--- config.mk ---
export PLATFORM = sky130hd
export DESIGN_NAME = pric_top
export DESIGN_NICKNAME = d
export VERILOG_FILES = /design/src/inc/pric_pkg.sv /design/src/hw/pric_top.sv
export VERILOG_INCLUDE_DIRS = /design/src /design/src/inc
export SDC_FILE = /design/constraint.sdc
export NUM_CORES = 1
export LEC_CHECK = 0
export ABC_AREA = 0
export BUFFER_PORTS_ARGS = -buffer_cell sky130_fd_sc_hd__buf_4
export CAP_MARGIN = 40
export CORE_MARGIN = 2
export CORE_UTILIZATION = 45
export DETAILED_ROUTE_END_ITERATION = 12
export GPL_TIMING_DRIVEN = 0
export SYNTH_ARGS = -nofsm -noshare
export SYNTH_HDL_FRONTEND = slang
export SYNTH_SLANG_ARGS = --single-unit
--- constraint.sdc ---
create_clock -name mclk -period 78.7 [get_ports mclk]
set_input_delay 11.805 -clock mclk [delete_from_list [all_inputs] [get_ports mclk]]
set_output_delay 11.805 -clock mclk [all_outputs]
set_load 0.005 [all_outputs]
--- src/inc/pric_defines.svh ---
// Constants of the prioritized interrupt controller: offsets, fields, resets, counts
`ifndef PRIC_DEFINES_SVH
`define PRIC_DEFINES_SVH

// ----------------------------------------------------------------
// Sizes
// ----------------------------------------------------------------
`define PRIC_NUM_SRC 41
`define PRIC_NUM_TRAP 4
`define PRIC_NUM_PRIO_REGS 11
`define PRIC_TIMED_DIS_W 14

// ----------------------------------------------------------------
// Register byte offsets (32-bit word each)
// ----------------------------------------------------------------
`define PRIC_OFF_FLAGS0 8'h00
`define PRIC_OFF_ENABLES0 8'h0C
`define PRIC_OFF_PRIO0 8'h18
`define PRIC_OFF_PRIO_LAST 8'h40
`define PRIC_OFF_WINNER 8'h44
`define PRIC_OFF_CTRL_TRAP 8'h48
`define PRIC_OFF_CTRL_EXT 8'h4C
`define PRIC_OFF_CORE_CTRL 8'h50
`define PRIC_OFF_CORE_STAT 8'h54

// ----------------------------------------------------------------
// Field positions
// ----------------------------------------------------------------
`define PRIC_BIT_NEST_DIS 15
`define PRIC_BIT_ALT_TABLE 15
`define PRIC_BIT_TIMED_DIS 14
`define PRIC_BIT_CORE_LVL_HI 3
`define PRIC_LSB_CORE_LVL_LO 5
`define PRIC_LSB_WIN_LEVEL 8
`define PRIC_CTRL_TRAP_WMASK 16'h800F
`define PRIC_CTRL_EXT_WMASK 16'h801F
`define PRIC_PRIO_LAST_MASK 16'h00FF

// ----------------------------------------------------------------
// Reset values
// ----------------------------------------------------------------
`define PRIC_RST_PRIO 3'h4
`define PRIC_RST_WORD 16'h0000
`define PRIC_RST_LEVEL 4'h0

// ----------------------------------------------------------------
// Vectors, levels and the guarded area
// ----------------------------------------------------------------
`define PRIC_VEC_SRC_BASE 6'h08
`define PRIC_VEC_TRAP_BASE 6'h01
`define PRIC_TRAP_LEVEL_TOP 4'hF
`define PRIC_TIMED_DIS_MAX_LVL 4'h6
`define PRIC_TABLE_BASE 24'h000004
`define PRIC_ALT_TABLE_BASE 24'h000084
`define PRIC_GUARD_LO 24'h000004
`define PRIC_GUARD_HI 24'h0000FE
`define PRIC_TRAP_ADDR_ERR 1

// External request pins map onto these source numbers
`define PRIC_EXT_SRC_LIST '{0, 16, 23, 36, 37}
`define PRIC_NUM_EXT 5

`endif

--- src/inc/pric_pkg.sv ---
// Types shared by the prioritized interrupt controller and its bench
package pric_pkg;

  // Avalon-MM request from the master
  typedef struct packed {
    logic read;
    logic write;
    logic [7:0] address;
    logic [31:0] writedata;
    logic [3:0] byteenable;
  } pric_bus_req_t;

  // Avalon-MM answer to the master
  typedef struct packed {
    logic [31:0] readdata;
    logic waitrequest;
  } pric_bus_rsp_t;

  // Winner handed to the core
  typedef struct packed {
    logic [5:0] vector;
    logic [3:0] level;
  } pric_winner_t;

  // Vector delivery sequence
  typedef enum logic [1:0] {
    PRIC_ST_IDLE,
    PRIC_ST_FETCH
  } pric_state_t;

endpackage

--- src/hw/pric_top.sv ---
// Prioritized interrupt controller: flags, enables, priorities, arbiter, vector delivery
//
// The register offsets and register access over Avalon-MM were decided locally.
`timescale 1ns/10ps
`include "pric_defines.svh"
// Notes on behaviour
// Arbitrates 41 request sources plus 4 trap sources, winner goes to core.
// Request flags set by source events, cleared only by software writes.
// Flags set on every event whatever the enable bit says.
// Software should clear a flag before enabling its source.
// Each enable bit gates its own flag into arbitration.
// Priority is 3 bits in low bits of a nibble; bit 3 reads zero.
// Levels 1 to 7 are maskable, 7 highest, 1 lowest.
// Priority zero means the source is never presented.
// Core level is 4 bits: top bit in control reg, low three in status.
// On selection, vector number and new level latch into winner status.
// Nesting disable blocks new source interrupts, though not traps, while one is in service.
// While nesting disable is set, core level writes are ignored.
// Timed disable blocks levels 6 and below; status bit 14 set meanwhile.
// Ext control reg sets pin edge behaviour and alternate vector table.
// Vector word from program data bus loads 24-bit program counter.
// Sixty-three vectors live between 0x000004 and 0x0000FE.
// Normal fetch of a vector-area word raises an address error trap.
// Equal user priority ties go to the earlier vector.
// Natural rank equals interrupt number, 0 highest.
// Present only when priority strictly exceeds the core level.
module pric_top #(
  parameter int NUM_SRC = `PRIC_NUM_SRC,
  parameter int TIMED_DIS_W = `PRIC_TIMED_DIS_W
) (
  input wire logic mclk,
  input wire logic rst,
  input wire pric_pkg::pric_bus_req_t bus_req,
  output pric_pkg::pric_bus_rsp_t bus_rsp,
  input wire logic [NUM_SRC-1:0] src_event,
  input wire logic [`PRIC_NUM_EXT-1:0] ext_irq_pin,
  input wire logic [`PRIC_NUM_TRAP-1:0] trap_event,
  input wire logic timed_disable_start,
  input wire logic [TIMED_DIS_W-1:0] timed_disable_count,
  input wire logic instr_retire,
  input wire logic irq_ack,
  input wire logic service_done,
  input wire logic [3:0] restore_level,
  input wire logic prog_valid,
  input wire logic [23:0] prog_data,
  input wire logic fetch_valid,
  input wire logic [23:0] fetch_addr,
  output logic irq_request,
  output pric_pkg::pric_winner_t irq_winner,
  output logic vec_fetch_req,
  output logic [23:0] vec_fetch_addr,
  output logic pc_load,
  output logic [23:0] pc_load_addr,
  output logic [3:0] core_priority_level
);
  import pric_pkg::*;

  localparam int FLAG_W = 48;
  localparam int EXT_SRC [`PRIC_NUM_EXT] = `PRIC_EXT_SRC_LIST;

  // ----------------------------------------------------------------
  // State
  // ----------------------------------------------------------------
  logic [FLAG_W-1:0] irq_flags, next_irq_flags;
  logic [FLAG_W-1:0] irq_enables, next_irq_enables;
  logic [2:0] source_priority_field [NUM_SRC];
  logic [2:0] next_source_priority_field [NUM_SRC];
  logic [15:0] irq_control_trap, next_irq_control_trap;
  logic [15:0] irq_control_ext, next_irq_control_ext;
  logic [TIMED_DIS_W-1:0] timed_disable, next_timed_disable;
  logic [5:0] service_depth, next_service_depth;
  logic [`PRIC_NUM_EXT-1:0] ext_prev, next_ext_prev;
  logic bus_ack, next_bus_ack;
  pric_state_t state, next_state;
  pric_bus_rsp_t next_bus_rsp;
  pric_winner_t next_irq_winner;
  logic next_irq_request, next_vec_fetch_req, next_pc_load;
  logic [23:0] next_vec_fetch_addr, next_pc_load_addr;
  logic [3:0] next_core_priority_level;

  // ----------------------------------------------------------------
  // Helper functions
  // ----------------------------------------------------------------
  // One 16-bit bank of a flat flag or enable vector
  function automatic logic [15:0] bank_word(input logic [FLAG_W-1:0] v, input int idx);
    bank_word = v[idx*16 +: 16];
  endfunction

  // Apply byte enables to the low half-word of a write
  function automatic logic [15:0] merge_be(input logic [15:0] old, input logic [31:0] wd,
                                           input logic [3:0] be);
    merge_be = {be[1] ? wd[15:8] : old[15:8], be[0] ? wd[7:0] : old[7:0]};
  endfunction

  // Read image of one priority register: four nibbles, top nibble bit zero
  function automatic logic [15:0] prio_word(input int reg_idx);
    logic [15:0] w;
    w = 16'h0000;
    for (int n = 0; n < 4; n++)
      if (reg_idx * 4 + n < NUM_SRC)
        w[n*4 +: 3] = source_priority_field[reg_idx*4 + n];
    return w;
  endfunction

  // ----------------------------------------------------------------
  // Arbiter: traps first, then highest level, ties to lowest number
  // ----------------------------------------------------------------
  logic cand_valid;
  logic cand_trap;
  pric_winner_t cand;
  logic [NUM_SRC-1:0] src_live;

  always_comb
  begin
    cand_valid = 1'b0;
    cand_trap = 1'b0;
    cand = '0;
    for (int s = 0; s < NUM_SRC; s++)
      src_live[s] = irq_flags[s] && irq_enables[s] && source_priority_field[s] != 3'h0;
    // Ascending scan with strict compare keeps the lower number on a tie
    for (int s = 0; s < NUM_SRC; s++)
    begin
      if (src_live[s] && (!cand_valid || {1'b0, source_priority_field[s]} > cand.level))
      begin
        cand_valid = 1'b1;
        cand.level = {1'b0, source_priority_field[s]};
        cand.vector = `PRIC_VEC_SRC_BASE + 6'(s);
      end
    end
    // Traps sit above all maskable levels, trap 0 highest
    for (int t = `PRIC_NUM_TRAP - 1; t >= 0; t--)
    begin
      if (irq_control_trap[t])
      begin
        cand_valid = 1'b1;
        cand_trap = 1'b1;
        cand.level = `PRIC_TRAP_LEVEL_TOP - 4'(t);
        cand.vector = `PRIC_VEC_TRAP_BASE + 6'(t);
      end
    end
  end

  // Presentation gate: above core level, nesting and timed blocking
  logic present_ok;
  always_comb
  begin
    present_ok = cand_valid && cand.level > core_priority_level;
    if (irq_control_trap[`PRIC_BIT_NEST_DIS] && service_depth != 6'h00 && !cand_trap)
      present_ok = 1'b0;
    if (timed_disable != '0 && cand.level <= `PRIC_TIMED_DIS_MAX_LVL)
      present_ok = 1'b0;
  end

  // ----------------------------------------------------------------
  // Source events: peripheral strobes plus external pin edges
  // ----------------------------------------------------------------
  logic [FLAG_W-1:0] set_events;
  logic [`PRIC_NUM_TRAP-1:0] trap_set;
  logic guard_hit;
  logic accept;

  always_comb
  begin
    set_events = '0;
    set_events[NUM_SRC-1:0] = src_event;
    // Control bit low selects rising edge, high selects falling edge
    for (int e = 0; e < `PRIC_NUM_EXT; e++)
      if (irq_control_ext[e] ? (ext_prev[e] && !ext_irq_pin[e])
                             : (!ext_prev[e] && ext_irq_pin[e]))
        set_events[EXT_SRC[e]] = 1'b1;
    guard_hit = fetch_valid && fetch_addr >= `PRIC_GUARD_LO
                && fetch_addr <= `PRIC_GUARD_HI;
    trap_set = trap_event;
    trap_set[`PRIC_TRAP_ADDR_ERR] = trap_event[`PRIC_TRAP_ADDR_ERR] || guard_hit;
    accept = irq_ack && state == PRIC_ST_IDLE && present_ok;
  end

  // ----------------------------------------------------------------
  // Next-state logic: bus slave, registers, vector delivery
  // ----------------------------------------------------------------
  logic wr_now;
  logic rd_now;
  logic [7:0] addr;
  logic [15:0] rd_word;

  always_comb
  begin
    addr = bus_req.address;
    wr_now = bus_req.write && bus_ack;
    rd_now = bus_req.read && !bus_ack;
    next_bus_ack = (bus_req.read || bus_req.write) && !bus_ack;
    next_irq_flags = irq_flags;
    next_irq_enables = irq_enables;
    next_source_priority_field = source_priority_field;
    next_irq_control_trap = irq_control_trap;
    next_irq_control_ext = irq_control_ext;
    next_core_priority_level = core_priority_level;
    next_irq_winner = irq_winner;
    next_timed_disable = timed_disable;
    next_service_depth = service_depth;
    next_ext_prev = ext_irq_pin;
    next_state = state;
    next_vec_fetch_req = vec_fetch_req;
    next_vec_fetch_addr = vec_fetch_addr;
    next_pc_load = 1'b0;
    next_pc_load_addr = pc_load_addr;
    rd_word = 16'h0000;

    // Register writes take effect one edge after the edge that ends waitrequest
    if (wr_now)
    begin
      for (int b = 0; b < 3; b++)
      begin
        if (addr == `PRIC_OFF_FLAGS0 + 8'(b * 4))
          next_irq_flags[b*16 +: 16] = merge_be(bank_word(irq_flags, b),
                                                bus_req.writedata, bus_req.byteenable);
        if (addr == `PRIC_OFF_ENABLES0 + 8'(b * 4))
          next_irq_enables[b*16 +: 16] = merge_be(bank_word(irq_enables, b),
                                                  bus_req.writedata, bus_req.byteenable);
      end
      for (int r = 0; r < `PRIC_NUM_PRIO_REGS; r++)
        if (addr == `PRIC_OFF_PRIO0 + 8'(r * 4))
          for (int n = 0; n < 4; n++)
            if (r * 4 + n < NUM_SRC && bus_req.byteenable[n / 2])
              next_source_priority_field[r*4 + n] = bus_req.writedata[n*4 +: 3];
      if (addr == `PRIC_OFF_CTRL_TRAP)
        next_irq_control_trap = merge_be(irq_control_trap, bus_req.writedata,
                                         bus_req.byteenable) & `PRIC_CTRL_TRAP_WMASK;
      if (addr == `PRIC_OFF_CTRL_EXT)
        next_irq_control_ext = merge_be(irq_control_ext, bus_req.writedata,
                                        bus_req.byteenable) & `PRIC_CTRL_EXT_WMASK;
      // Core level is frozen against software while nesting is disabled
      if (!irq_control_trap[`PRIC_BIT_NEST_DIS] && bus_req.byteenable[0])
      begin
        if (addr == `PRIC_OFF_CORE_CTRL)
          next_core_priority_level[3] = bus_req.writedata[`PRIC_BIT_CORE_LVL_HI];
        if (addr == `PRIC_OFF_CORE_STAT)
          next_core_priority_level[2:0] =
            bus_req.writedata[`PRIC_LSB_CORE_LVL_LO +: 3];
      end
    end

    // Hardware sets win over a software clear in the same cycle
    next_irq_flags = next_irq_flags | set_events;
    next_irq_control_trap[`PRIC_NUM_TRAP-1:0] =
      next_irq_control_trap[`PRIC_NUM_TRAP-1:0] | trap_set;

    // Read image, captured on the same edge that waitrequest drops
    for (int b = 0; b < 3; b++)
    begin
      if (addr == `PRIC_OFF_FLAGS0 + 8'(b * 4))
        rd_word = bank_word(irq_flags, b);
      if (addr == `PRIC_OFF_ENABLES0 + 8'(b * 4))
        rd_word = bank_word(irq_enables, b);
    end
    for (int r = 0; r < `PRIC_NUM_PRIO_REGS; r++)
      if (addr == `PRIC_OFF_PRIO0 + 8'(r * 4))
        rd_word = prio_word(r);
    if (addr == `PRIC_OFF_PRIO_LAST)
      rd_word = rd_word & `PRIC_PRIO_LAST_MASK;
    if (addr == `PRIC_OFF_WINNER)
      rd_word = {4'h0, irq_winner.level, 2'h0, irq_winner.vector};
    if (addr == `PRIC_OFF_CTRL_TRAP)
      rd_word = irq_control_trap;
    if (addr == `PRIC_OFF_CTRL_EXT)
    begin
      rd_word = irq_control_ext;
      rd_word[`PRIC_BIT_TIMED_DIS] = timed_disable != '0;
    end
    if (addr == `PRIC_OFF_CORE_CTRL)
      rd_word[`PRIC_BIT_CORE_LVL_HI] = core_priority_level[3];
    if (addr == `PRIC_OFF_CORE_STAT)
      rd_word[`PRIC_LSB_CORE_LVL_LO +: 3] = core_priority_level[2:0];
    next_bus_rsp.waitrequest = !next_bus_ack;
    next_bus_rsp.readdata = rd_now ? {16'h0000, rd_word} : bus_rsp.readdata;

    // Timed disable: loaded by its instruction, counted down per retired instruction
    if (timed_disable_start)
    begin
      next_timed_disable = timed_disable_count;
    end
    else if (instr_retire && timed_disable != '0)
    begin
      next_timed_disable = timed_disable - 1'b1;
    end

    // Presentation to the core
    next_irq_request = present_ok && state == PRIC_ST_IDLE && !accept;

    // Vector delivery
    unique case (state)
      PRIC_ST_IDLE:
      begin
        if (accept)
        begin
          next_irq_winner = cand;
          next_core_priority_level = cand.level;
          next_vec_fetch_req = 1'b1;
          next_vec_fetch_addr = (irq_control_ext[`PRIC_BIT_ALT_TABLE]
                                 ? `PRIC_ALT_TABLE_BASE : `PRIC_TABLE_BASE)
                                + {17'h00000, cand.vector, 1'b0};
          next_state = PRIC_ST_FETCH;
        end
      end
      PRIC_ST_FETCH:
      begin
        if (prog_valid)
        begin
          next_vec_fetch_req = 1'b0;
          next_pc_load = 1'b1;
          next_pc_load_addr = prog_data;
          next_state = PRIC_ST_IDLE;
        end
      end
    endcase

    // Nesting depth and core level restore on return
    if (accept && !service_done)
    begin
      next_service_depth = service_depth + 6'h01;
    end
    else if (service_done && !accept && service_depth != 6'h00)
    begin
      next_service_depth = service_depth - 6'h01;
    end
    if (service_done && !accept)
    begin
      next_core_priority_level = restore_level;
    end
  end

  // ----------------------------------------------------------------
  // Registers
  // ----------------------------------------------------------------
  always_ff @(posedge mclk)
  begin
    if (rst)
    begin
      irq_flags <= '0;
      irq_enables <= '0;
      for (int s = 0; s < NUM_SRC; s++)
      begin
        source_priority_field[s] <= `PRIC_RST_PRIO;
      end
      irq_control_trap <= `PRIC_RST_WORD;
      irq_control_ext <= `PRIC_RST_WORD;
      core_priority_level <= `PRIC_RST_LEVEL;
      irq_winner <= '0;
      timed_disable <= '0;
      service_depth <= 6'h00;
      ext_prev <= '0;
      bus_ack <= 1'b0;
      bus_rsp.waitrequest <= 1'b1;
      bus_rsp.readdata <= 32'h00000000;
      state <= PRIC_ST_IDLE;
      irq_request <= 1'b0;
      vec_fetch_req <= 1'b0;
      vec_fetch_addr <= 24'h000000;
      pc_load <= 1'b0;
      pc_load_addr <= 24'h000000;
    end
    else
    begin
      irq_flags <= next_irq_flags;
      irq_enables <= next_irq_enables;
      source_priority_field <= next_source_priority_field;
      irq_control_trap <= next_irq_control_trap;
      irq_control_ext <= next_irq_control_ext;
      core_priority_level <= next_core_priority_level;
      irq_winner <= next_irq_winner;
      timed_disable <= next_timed_disable;
      service_depth <= next_service_depth;
      ext_prev <= next_ext_prev;
      bus_ack <= next_bus_ack;
      bus_rsp <= next_bus_rsp;
      state <= next_state;
      irq_request <= next_irq_request;
      vec_fetch_req <= next_vec_fetch_req;
      vec_fetch_addr <= next_vec_fetch_addr;
      pc_load <= next_pc_load;
      pc_load_addr <= next_pc_load_addr;
    end
  end

endmodule // pric_top

==> flow_summary.yaml <==
run_status:
  outcome: "completed"
clock_network:
  cts_tree: "yes"
  clock_path_buffers: 3
  clock_sinks: 321
  clockRootBuffer: "clkbuf_16"
  cts_buffers: 37
  cts_resized: 0
  insertion_delay_ns: 0.56
  h-tree-depth: 2
  post_cts_buffers: 0
  clkTransAtPathRegs_ns: 0.06
  ctsHoldBuffers: 0
routing:
  firstDrtPassIters: 6
  drt_iter0_drc: 3235
  vias: 24900
  antenna_left: 0
  post_drt_wl_per_cell_um: 27.8
  viasPerCell: 6.55
  wl_um: 106000
  route.detailed.drc: 0
timing:
  tightest_slew_ns: 1.03
  hold_viol_final: 0
  rsz0062_at_grt: "no"
  max_freq_mhz: 14.1
  finalClockSkew_ns: 0.0159
  min_period_ns: 70.86
  fin_tns_setup_ns: 0
  drv_slew: 0
  timing.final.crit_share: 0.900
  relSlewSlack: 0.315
  finalSetupViolCount: 0
global_routing:
  grt_pass1_vias: 23300
  grt_antenna_before_repair: 7
  grt_max_degree: 14
  grtUsageMet1: 0.511
  gr-total-overflow: 0
  met2_usage: 0.645
  met3_usage: 0.106
  grt_pass1_wl_um: 152000
  grt_busiest_layer: "met2"
  grt_usage: 0.412
finish:
  mostFrequentLayoutCells: "nand2_1 (476), dfxtp_1 (321), nor2_1 (278)"
  layout-drive-gt1-share: 0.132
  layout.nets: 3455
  final_cells: 3801
  area_growth_pct: 18.9
  mostFrequentLayoutCell: "nand2_1"
  num-fill-cells: 4722
worst_setup_path:
  cpPeakStageDelay_ns: 0.76
  cpMostUsedCell: "ha_1"
  critPathArrivalTime_ns: 71.31
  worst-setup-path-type: "reg2reg"
  cp_max_fo: 10
  cp-end-kind: "flip-flop"
  critPathLaunchType: "flip-flop"
  crit_required_ns: 79.14
  cp_slowest_cell: "or4_1"
placement:
  port_buffers: 208
  place_hpwl_um: 84800
  place_congestion: 1.05
  dp_cells: 3729
min_path:
  hold_path.class: "reg2reg"
yosys:
  synth.distinct_cells: 104
  synth-edff-count: 0
  post_synth_inst_count: 2839
  yosysWarnings: 0
  synth-seq-cells: 321
  ys.flop_type: "dfxtp_1"
  synth-seq-area-share: 0.298
  syn-cell-area_um2: 21600
  syn_area_per_cell_um2: 7.61
  synthArstFlopShare: 0
floorplanning:
  start_util: 0.454
  fp.dieH_um: 223
  ios: 268
  die_x_um: 223
  rows: 80
  core_area_um2: 47500
  dieArea_um2: 49800
run:
  maxCapViolCount: 0
pwr:
  power.density_nw_per_um2: 16.5
  fin_total_pwr_w: 0.000423
  p_leak_nw: 10.4
  irDropWorstVdd_mv: 0.0212
[registers in the layout (all words and copies together) (netlist names)]
register,count
source_priority_field,123
irq_enables,48
irq_flags,48
pc_load_addr,24
bus_rsp,17
timed_disable,14
irq_winner,10
vec_fetch_addr,7
irq_control_ext,6
service_depth,6
ext_prev,5
irq_control_trap,5
core_priority_level,4
bus_ack,1
irq_request,1
pc_load,1
vec_fetch_req,1
[area by class of cell]
cell class                      count  area [um^2]  area share
Sequential cell                   321         6430       0.250
Clock buffer                       53         1110      0.0432
Buffer                            155          736      0.0287
Inverter                          123          462      0.0180
Multi-Input combinational cell   2271        14100       0.549
Tap cell                          615          769      0.0300
Timing Repair Buffer              245         1890      0.0735
Clock inverter                     14          183     0.00712
Antenna cell                        4         10.0    0.000390
[critical path: cells and delay by family, from the launching register on]
kind / cells / cell delay [ns]
flops: 1 / 0.55
mux: 11 / 3.45
simple gates: 90 / 18.20
buf+inv: 27 / 4.43
compound gates: 158 / 31.91
fa+ha+maj: 42 / 12.13
[cell usage after synthesis (12+ instances only)]
cell	instances	area share
nand2b_1	18	0.0052
nor4_1	19	0.0055
mux2i_1	75	0.035
o311ai_0	14	0.0057
ha_1	130	0.075
o21ai_0	116	0.027
inv_1	122	0.021
nand2_1	476	0.083
and3_1	54	0.016
a32oi_1	18	0.0073
nor2_1	278	0.048
a21o_1	22	0.0076
o221ai_1	12	0.0049
a21oi_1	271	0.063
nand3_1	91	0.021
dfxtp_1	321	0.30
clkbuf_1	111	0.019
and2_1	12	0.0035
a31oi_1	38	0.011
mux2_2	16	0.0083
a221oi_1	24	0.0097
buf_4	34	0.012
o22ai_1	18	0.0052
a211oi_1	65	0.023
nor3_1	53	0.012
o21a_1	32	0.011
a22oi_1	37	0.013
nor2b_1	52	0.015
o311a_1	22	0.010
nand4_1	12	0.0035
o211ai_1	28	0.0097
[logic make-up (layout without fill, tap and decap cells)]
group	count (synthesis)	count (layout)	synth area share
and+or+nand+nor	1142	1142	0.244
xor gates and xnor gates	18	18	0.00730
other	1	36	0.000174
DFF	321	321	0.298
AOI/OAI and AO/OA	852	852	0.273
muxes	96	96	0.0461
buffers and inverters	278	590	0.0555
adders and majority gates	131	131	0.0763
[power by group]
part	switching, W	total [W]	internal (W)
sequential	0.00000854	0.000177	0.000168
clock	0.0000750	0.000187	0.000112
combinational	0.0000346	0.0000590	0.0000244
total	0.000118	0.000423	0.000304
[per-stage QoR]
step                instance area [um^2]  setup WS, ns  hold WS (ns)  utilization
CTS                                25700          9.12         0.459        0.540
global route                       25700          2.05         0.469        0.540
detailed placement                 24400          9.42         0.447        0.512
global placement                   24000         10.15         0.444        0.506
finish                             25700          7.84         0.457        0.540
floorplan                          21700         21.46         0.436            -
[final timing paths]
| path | from | end | slack, ns | cells after the start |
|---|---|---|---|---|
| worst max-delay path | irq_flags[0]$_SDFF_PP0_ | service_depth[5]$_SDFFE_PP0P_ | 7.84 | 328 |
| worst min-delay path | pc_load_addr[15]$_SDFFE_PP0P_ | pc_load_addr[15]$_SDFFE_PP0P_ | 0.46 | 2 |
| worst max register to register | irq_flags[0]$_SDFF_PP0_ | service_depth[5]$_SDFFE_PP0P_ | 7.84 | 328 |
| worst min register to register | pc_load_addr[15]$_SDFFE_PP0P_ | pc_load_addr[15]$_SDFFE_PP0P_ | 0.46 | 2 |
[layer usage]
metal	vias up	share of wire
met1	11700	0.38
met3	428	0.12
met5	-	0.00021
met2	1756	0.43
li1	11000	-
met4	4	0.071
Power figures use the tool's default switching activity.
